**src/verilog/glpc_consts.vh**
```
`ifndef GLPC_CONSTS_VH
`define GLPC_CONSTS_VH
`define GLPC_OFS_CFG 8'h88
`define GLPC_OFS_IRQ_STS 8'h8c
`define GLPC_OFS_IRQ_EN 8'h90
`define GLPC_LED_LSB 28
`define GLPC_POL_LSB 24
`define GLPC_FUNC_LSB 20
`define GLPC_BUF_LSB 16
`define GLPC_DIR_LSB 8
`define GLPC_OUT_ONLY_LSB 3
`define GLPC_VAL_LSB 0
`define GLPC_IRQ_LSB 0
`define GLPC_CFG_RESET 32'h00000000
`define GLPC_LED_RESET 3'h0
`define GLPC_POL_RESET 3'h0
`define GLPC_FUNC_RESET 3'h0
`define GLPC_BUF_RESET 3'h0
`define GLPC_DIR_RESET 3'h0
`define GLPC_OUT_ONLY_RESET 2'h0
`define GLPC_VAL_RESET 3'h0
`define GLPC_EN_RESET 3'h0
`define GLPC_STS_RESET 3'h0
`define GLPC_FUNC_ROM 3'h0
`define GLPC_FUNC_OUT_AB 3'h1
`define GLPC_FUNC_OUT_A_RXDV 3'h3
`define GLPC_FUNC_TXEN_OUT_B 3'h5
`define GLPC_FUNC_TXEN_RXDV 3'h6
`define GLPC_FUNC_CLKS 3'h7
`define GLPC_CLK_PERIOD_NS 10
`define GLPC_MIN_LEVEL_NS 40
`define GLPC_MIN_LEVEL_CYC ((`GLPC_MIN_LEVEL_NS + `GLPC_CLK_PERIOD_NS - 1) / `GLPC_CLK_PERIOD_NS)
`endif

```
**src/verilog/glpc_gpio_led_pin_config.v**
```verilog
`timescale 1ns/1ps
`default_nettype none
`include "glpc_consts.vh"
module glpc_gpio_led_pin_config (
  input wire mclk_i,
  input wire resetn_i,
  input wire [7:0] addr_i,
  input wire [31:0] wdata_i,
  input wire wr_i,
  input wire rd_i,
  output reg [31:0] rdata_o,
  output reg irq_o,
  input wire [2:0] gpio_in_i,
  output reg [2:0] gpio_out_o,
  output reg [2:0] gpio_oe_o,
  input wire [2:0] led_sig_i,
  input wire rom_data_in_i,
  output reg rom_data_out_o,
  output reg rom_data_oe_o,
  input wire rom_data_drv_i,
  input wire rom_data_drv_oe_i,
  input wire rom_clk_drv_i,
  output reg rom_clock_pin_o,
  output reg rom_data_rx_o,
  input wire phy_rx_dv_i,
  input wire phy_tx_clk_i,
  input wire phy_rx_clk_i,
  input wire mac_tx_en_i
);

////////////////////////////////////////////////////////////////////////////////

reg [2:0] led_select_bits;
reg [2:0] pin_irq_level_sel;
reg [2:0] serial_rom_pin_func;
reg [2:0] pin_driver_type;
reg [2:0] pin_direction;
reg [1:0] output_only_value;
reg [2:0] pin_value;
reg [2:0] irq_status_reg;
reg [2:0] pin_irq_enable;
reg [2:0] sync1;
reg [2:0] sync2;
reg [2:0] sync3;
reg [2:0] level_now;
reg [2:0] level_cnt0;
reg [2:0] level_cnt1;
reg [2:0] level_cnt2;
reg rom_in1;
reg rom_in2;
reg rom_in3;

wire [31:0] cfg_rd;
wire [2:0] qual;
wire [2:0] irq_hit;
wire cfg_wr;
wire sts_wr;
wire en_wr;
wire [2:0] sts_clr;
reg [31:0] next_rdata;
reg [2:0] next_out;
reg [2:0] next_oe;
reg next_data_out;
reg next_data_oe;
reg next_clk;

function glpc_hit;
  input [7:0] addr;
  input [7:0] ofs;
  begin
    glpc_hit = (addr == ofs);
  end
endfunction

assign cfg_wr = wr_i && glpc_hit(addr_i, `GLPC_OFS_CFG);
assign sts_wr = wr_i && glpc_hit(addr_i, `GLPC_OFS_IRQ_STS);
assign en_wr = wr_i && glpc_hit(addr_i, `GLPC_OFS_IRQ_EN);

// Reserved positions are zero in the read image.
assign cfg_rd = {1'b0,
                 led_select_bits,
                 1'b0,
                 pin_irq_level_sel,
                 1'b0,
                 serial_rom_pin_func,
                 1'b0,
                 pin_driver_type,
                 5'h00,
                 pin_direction,
                 3'h0,
                 output_only_value,
                 level_now};

////////////////////////////////////////////////////////////////////////////////
// Configuration and interrupt registers.

always @(posedge mclk_i) begin
  if (!resetn_i) begin
    led_select_bits <= `GLPC_LED_RESET;
    pin_irq_level_sel <= `GLPC_POL_RESET;
    serial_rom_pin_func <= `GLPC_FUNC_RESET;
    pin_driver_type <= `GLPC_BUF_RESET;
    pin_direction <= `GLPC_DIR_RESET;
    output_only_value <= `GLPC_OUT_ONLY_RESET;
    pin_value <= `GLPC_VAL_RESET;
    pin_irq_enable <= `GLPC_EN_RESET;
  end else begin
    // Only the defined fields are stored, so reserved bits drop what is written.
    if (cfg_wr) begin
      led_select_bits <= wdata_i[`GLPC_LED_LSB +: 3];
      pin_irq_level_sel <= wdata_i[`GLPC_POL_LSB +: 3];
      serial_rom_pin_func <= wdata_i[`GLPC_FUNC_LSB +: 3];
      pin_driver_type <= wdata_i[`GLPC_BUF_LSB +: 3];
      pin_direction <= wdata_i[`GLPC_DIR_LSB +: 3];
      output_only_value <= wdata_i[`GLPC_OUT_ONLY_LSB +: 2];
      pin_value <= wdata_i[`GLPC_VAL_LSB +: 3];
    end
    if (en_wr) begin
      pin_irq_enable <= wdata_i[`GLPC_IRQ_LSB +: 3];
    end
  end
end

////////////////////////////////////////////////////////////////////////////////
// Interrupt status and request.

// A level that matches its polarity keeps re-setting the bit, so it wins over a clear.
assign irq_hit = ~(qual ^ pin_irq_level_sel) & ~led_select_bits;
assign sts_clr = sts_wr ? wdata_i[`GLPC_IRQ_LSB +: 3] : 3'h0;

always @(posedge mclk_i) begin
  if (!resetn_i) begin
    irq_status_reg <= `GLPC_STS_RESET;
  end else begin
    irq_status_reg <= (irq_status_reg & ~sts_clr) | irq_hit;
  end
end

// The request is registered so that the pin never glitches while status bits change.
always @(posedge mclk_i) begin
  if (!resetn_i) begin
    irq_o <= 1'b0;
  end else begin
    irq_o <= |(irq_status_reg & pin_irq_enable);
  end
end

////////////////////////////////////////////////////////////////////////////////
// Register read port.

always @* begin
  next_rdata = 32'h00000000;
  case (addr_i)
    `GLPC_OFS_CFG: next_rdata = cfg_rd;
    `GLPC_OFS_IRQ_STS: next_rdata = {29'h0, irq_status_reg};
    `GLPC_OFS_IRQ_EN: next_rdata = {29'h0, pin_irq_enable};
    default: next_rdata = 32'h00000000;
  endcase
end

always @(posedge mclk_i) begin
  if (!resetn_i) begin
    rdata_o <= 32'h00000000;
  end else begin
    rdata_o <= rd_i ? next_rdata : 32'h00000000;
  end
end

////////////////////////////////////////////////////////////////////////////////
// Pin input synchronisers and level qualification.

// The chains keep sampling through reset, so they already hold the idle pin levels when it
// ends and a pulled-up pin does not look like a fresh low level to the interrupt logic.
always @(posedge mclk_i) begin
  sync1 <= gpio_in_i;
  sync2 <= sync1;
  sync3 <= sync2;
end

always @(posedge mclk_i) begin
  rom_in1 <= rom_data_in_i;
  rom_in2 <= rom_in1;
  rom_in3 <= rom_in2;
end

// A change counts only once the second and third stages agree.
always @(posedge mclk_i) begin
  if (!resetn_i) begin
    level_now <= sync3;
  end else begin
    level_now <= (sync2 & sync3) | (level_now & (sync2 | sync3));
  end
end

function [2:0] glpc_count;
  input [2:0] cnt;
  input same;
  begin
    if (!same) begin
      glpc_count = 3'h0;
    end else if (cnt < `GLPC_MIN_LEVEL_CYC) begin
      glpc_count = cnt + 3'h1;
    end else begin
      glpc_count = cnt;
    end
  end
endfunction

function glpc_qual;
  input [2:0] cnt;
  input pol;
  begin
    if (cnt >= `GLPC_MIN_LEVEL_CYC) begin
      glpc_qual = pol;
    end else begin
      glpc_qual = ~pol;
    end
  end
endfunction

// A level counts for interrupts only after it has held for the minimum time.
always @(posedge mclk_i) begin
  if (!resetn_i) begin
    level_cnt0 <= 3'h0;
    level_cnt1 <= 3'h0;
    level_cnt2 <= 3'h0;
  end else begin
    level_cnt0 <= glpc_count(level_cnt0, level_now[0] == pin_irq_level_sel[0]);
    level_cnt1 <= glpc_count(level_cnt1, level_now[1] == pin_irq_level_sel[1]);
    level_cnt2 <= glpc_count(level_cnt2, level_now[2] == pin_irq_level_sel[2]);
  end
end

assign qual = {glpc_qual(level_cnt2, pin_irq_level_sel[2]),
               glpc_qual(level_cnt1, pin_irq_level_sel[1]),
               glpc_qual(level_cnt0, pin_irq_level_sel[0])};

////////////////////////////////////////////////////////////////////////////////
// Pin drivers and multiplexer.

// Open-drain is drive-low or release; the board pull-up supplies the high level.
integer i;
always @* begin
  next_out = 3'h0;
  next_oe = 3'h0;
  for (i = 0; i < 3; i = i + 1) begin
    if (led_select_bits[i]) begin
      next_out[i] = led_sig_i[i];
      next_oe[i] = 1'b1;
    end else if (pin_direction[i]) begin
      if (pin_driver_type[i]) begin
        next_out[i] = pin_value[i];
        next_oe[i] = 1'b1;
      end else begin
        next_out[i] = 1'b0;
        next_oe[i] = ~pin_value[i];
      end
    end
  end
end

// Every defined function but serial memory use drives the data pin as an output.
always @* begin
  next_data_out = 1'b0;
  next_data_oe = 1'b1;
  next_clk = 1'b0;
  case (serial_rom_pin_func)
    `GLPC_FUNC_ROM: begin
      next_data_out = rom_data_drv_i;
      next_data_oe = rom_data_drv_oe_i;
      next_clk = rom_clk_drv_i;
    end
    `GLPC_FUNC_OUT_AB: begin
      next_data_out = output_only_value[0];
      next_clk = output_only_value[1];
    end
    `GLPC_FUNC_OUT_A_RXDV: begin
      next_data_out = output_only_value[0];
      next_clk = phy_rx_dv_i;
    end
    `GLPC_FUNC_TXEN_OUT_B: begin
      next_data_out = mac_tx_en_i;
      next_clk = output_only_value[1];
    end
    `GLPC_FUNC_TXEN_RXDV: begin
      next_data_out = mac_tx_en_i;
      next_clk = phy_rx_dv_i;
    end
    `GLPC_FUNC_CLKS: begin
      next_data_out = phy_tx_clk_i;
      next_clk = phy_rx_clk_i;
    end
    default: begin
      // Reserved codes park both pins low and undriven on the data pin.
      next_data_oe = 1'b0;
    end
  endcase
end

always @(posedge mclk_i) begin
  if (!resetn_i) begin
    gpio_out_o <= 3'h0;
    gpio_oe_o <= 3'h0;
  end else begin
    gpio_out_o <= next_out;
    gpio_oe_o <= next_oe;
  end
end

always @(posedge mclk_i) begin
  if (!resetn_i) begin
    rom_data_out_o <= 1'b0;
    rom_data_oe_o <= 1'b0;
    rom_clock_pin_o <= 1'b0;
  end else begin
    rom_data_out_o <= next_data_out;
    rom_data_oe_o <= next_data_oe;
    rom_clock_pin_o <= next_clk;
  end
end

// The received level only moves when two synchroniser stages agree.
always @(posedge mclk_i) begin
  if (!resetn_i) begin
    rom_data_rx_o <= 1'b0;
  end else begin
    rom_data_rx_o <= (rom_in2 == rom_in3) ? rom_in3 : rom_data_rx_o;
  end
end

endmodule
`default_nettype wire

```
**config.mk**
```make
export PLATFORM = sky130hd
export DESIGN_NAME = glpc_gpio_led_pin_config
export DESIGN_NICKNAME = d
export VERILOG_FILES = /design/src/verilog/glpc_gpio_led_pin_config.v
export VERILOG_INCLUDE_DIRS = /design/src /design/src/verilog
export SDC_FILE = /design/constraint.sdc
export NUM_CORES = 1
export LEC_CHECK = 0
export BUFFER_PORTS_ARGS = -buffer_cell sky130_fd_sc_hd__buf_2
export CAP_MARGIN = 20
export CORE_MARGIN = 2
export CORE_UTILIZATION = 50
export DETAILED_ROUTE_END_ITERATION = 12
export HOLD_SLACK_MARGIN = 0.15
export PLACE_DENSITY = 0.79
export SYNTH_ARGS = -nofsm -noshare
export SYNTH_HDL_FRONTEND = slang
export SYNTH_SLANG_ARGS = --single-unit
```
**constraint.sdc**
```tcl
create_clock -name mclk_i -period 3 [get_ports mclk_i]
set_input_delay 0.3 -clock mclk_i [delete_from_list [all_inputs] [get_ports mclk_i]]
set_output_delay 0.3 -clock mclk_i [all_outputs]
set_load 0.005 [all_outputs]
```
==> results.json <==
{
  "worst_reg2reg_path_endpoint": "rom_clock_pin_o$_SDFF_PN0_",
  "timing_worst_slew_pin_value_ns": 0.735,
  "critical_path.max_fanout": 17,
  "core_area_mm2": 0.00589,
  "yosys-top-cells-area": "sky130_fd_sc_hd__dfxtp_1 53%, sky130_fd_sc_hd__mux2i_1 8.9%, sky130_fd_sc_hd__nand2_1 6.7%, sky130_fd_sc_hd__and2_1 3.5%, sky130_fd_sc_hd__buf_4 3.5%",
  "htree_levels": 3,
  "critical-path-slowest-cell": "sky130_fd_sc_hd__nor4_4",
  "grtUsageTotal_pct": 18.5,
  "post_dp_cell_area_mm2": 0.00341,
  "clk_pin_slew_worst_paths_ns": 0.09,
  "leading_cell_type_in_the_layout_fill_and_taps_excluded": "sky130_fd_sc_hd__dfxtp_1",
  "leakagePower_nw": 1.73,
  "hold-worst-slack_ns": 0.178,
  "cts_max_path_buffers": 2,
  "detail_route.vias_per_cell": 4.90,
  "count_of_state_elements_after_synthesis": 81,
  "skew_ns": 0.00918,
  "globalplace.congestion": 0.835,
  "layout.cells.most_common_list": "81 x sky130_fd_sc_hd__dfxtp_1, 76 x sky130_fd_sc_hd__buf_2, 54 x sky130_fd_sc_hd__nand2_1",
  "synth_cells": 305,
  "setup_repair_after_global_routing_missed_its_margin": "no",
  "worst-r2r-setup-slack_ns": 1.70,
  "synthesis.area_per_instance_um2": 9.96,
  "yosysTopAreaCell": "sky130_fd_sc_hd__dfxtp_1",
  "hold_viol": 0,
  "finalSetupViolations": 0,
  "cts_repair_resize_count": 0,
  "period_minus_slack_ns": 1.43,
  "drt.antenna.violating_nets": 0,
  "first_global_vias": 2057,
  "clock_sinks": 81,
  "critPathLaunchType": "primary input",
  "flow.area_growth_from_synthesis_pct": 21.0,
  "status": "completed",
  "n_antenna_cell": 0,
  "pre_cts_slack_ns": 1.15,
  "yosysWarningCount": 0,
  "cts-buffers-inserted": 9,
  "worst_reg2reg_path_depth": 3,
  "post-route-util_pct": 62.5,
  "place.port_buffers": 76,
  "drc_errors": 0,
  "grt_start_max_net_pins": 51,
  "setup.worst_path.class": "in -> reg",
  "cts_setup_buffers": 0,
  "hold-path-cell-count": 3,
  "timing.critical_path.cells": "buf_2 -> or3_4 -> nor4_4 -> and2_1",
  "cts_root_buf": "sky130_fd_sc_hd__clkbuf_8",
  "grt_first_pass_wirelength_um": 9150,
  "end_kind": "register",
  "place.detailed.hpwl_um": 3990,
  "multiInputGateArea_mm2": 0.00128,
  "route.final.wire_length_um": 5800,
  "ioPinCount": 101,
  "synth.distinct_cells": 37,
  "synth-main-ff-cell": "sky130_fd_sc_hd__dfxtp_1",
  "globalRoute.totalOverflow": 0,
  "largest_register": "rdata_o",
  "max-vdd-ir-drop_uv": 290,
  "detailedRoute.firstIterationViolations": 115,
  "fp_rows": 28,
  "drive_above_1_share_pct": 26.5,
  "finish.net_count": 444,
  "finalNonFillerCells": 463,
  "path_buf_inv": 1,
  "dpl.cell_count": 443,
  "yosysSeqAreaShare_pct": 53.4,
  "die_width_um": 82.0,
  "ys_async_sr_fraction_pct": 0,
  "min_period_over_period_pct": 47.6,
  "total_power_mw": 2.11,
  "max-slew-margin-rel_pct": 50.6,
  "fp.dieH_um": 82.0,
  "power.density_mw_per_mm2": 573,
  "flip_flop_count_of_the_largest_register_after_layout": 20,
  "detail_route.wl_per_cell_um": 12.5,
  "tritoncts": "done",
  "worstPathArrival_ns": 1.72,
  "max-cap-violations": 0,
  "drt_pass1_iterations": 4,
  "required_worst_endpoint_ns": 3.30,
  "start_util_pct": 51.6,
  "worst_r2r_startpoint": "serial_rom_pin_func[2]$_SDFFE_PN0P_",
  "post-route-worst-setup-slack_ns": 1.57,
  "finalSetupTns_ns": 0,
  "hold_path.class": "in -> reg",
  "cpPeakStageDelay_ns": 0.64,
  "route.vias.total": 2270,
  "fmax_ghz": 0.700,
  "clkLatencyLatePin_ns": 0.35,
  "hold_path.startpoint": "wdata_i[10]",
  "layout.area.seq_mm2": 0.00162,
  "n_fill_cell": 496,
  "fp.dieArea_mm2": 0.00672,
  "synthDominantCellAreaShare_pct": 53.4,
  "edff_count_synth": 0,
  "timing.hold.worst_endpoint": "pin_direction[2]$_SDFFE_PN0P_",
  "report.final.slew_viol_count": 0,
  "antenna_found_initial": 0,
  "netlist_area_mm2": 0.00304,
  "final_cell_area_mm2": 0.00368,
  "critPathTopFamily": "simple AND/OR/NAND/NOR gates"
}
-- report_power, final --
part | internal (mW) | switching, mW
combinational | 0.0513 | 0.0609
clock | 0.494 | 0.394
sequential | 1.10 | 0.0124
-- what timing repair did --
action	4_1_cts	5_1_grt
hold endpoints to repair	4	0
hold buffers	4	0
endpoints found under the setup margin	0	0
-- cell usage after synthesis (all sizes together), types with 2 or more instances --
master,count
a2111oi,3
a21oi,15
nand3,9
o21ai,7
o31ai,3
mux2i,27
nor4,2
buf,18
xnor2,3
nand4b,3
a32oi,2
clkbuf,8
nand3b,2
a221oi,2
and2,17
ha,3
mux2,3
xor2,3
inv,4
nand2b,6
dfxtp,81
nor2,19
nand2,54
-- area by class of cell --
class	count	share of cell area, %
clock inverter	6	2.45
tap	75	2.55
clock buffer	10	3.74
sequential	81	44.1
multi-input combinational	205	34.9
inverter	4	0.408
timing repair buffer	82	11.8
-- tightest hold or removal path: stages --
cell and delay, ns:
sky130_fd_sc_hd__buf_2 0.10, sky130_fd_sc_hd__nand2_1 0.04, sky130_fd_sc_hd__mux2i_1 0.05
-- cells by family (layout without fill, tap and decap cells) --
logic type / count (synthesis) / in the layout / synth area share (%)
compound gates: 35 / 35 / 7.66
xor+xnor: 6 / 6 / 1.73
fa+ha+maj: 3 / 3 / 1.24
buf+inv: 30 / 102 / 5.80
flops: 81 / 81 / 53.4
mux: 30 / 30 / 10.0
other cells: 1 / 12 / 0.123
simple gates: 119 / 119 / 20.1
-- metal layers --
| metal | part of all wire (%) | wire length, um | GRT usage [%] | vias up |
|---|---|---|---|---|
| li1 | - | - | - | 1159 |
| met4 | 1.7 | 97 | 8.00 | 0 |
| met1 | 44 | 2540 | 21.3 | 1034 |
| met2 | 48 | 2760 | 30.9 | 68 |
| met5 | 0 | 0 | 0 | - |
| met3 | 7.1 | 409 | 6.70 | 9 |
-- how the worst max path moves through the flow --
stage / start / end / slack [ns] / cells after the start
after floorplan: addr_i[2] / led_select_bits[0]$_SDFFE_PN0P_ / 1.62 / 5
after global placement: addr_i[5] / rdata_o[3]$_SDFF_PN0_ / 1.16 / 4
after detailed placement: addr_i[5] / rdata_o[3]$_SDFF_PN0_ / 1.15 / 4
after CTS: addr_i[5] / rdata_o[3]$_SDFF_PN0_ / 1.52 / 4
after global routing: addr_i[5] / rdata_o[8]$_SDFF_PN0_ / 1.45 / 4
final: addr_i[5] / rdata_o[3]$_SDFF_PN0_ / 1.57 / 4
No activity file was read; power rests on OpenSTA's default activity.
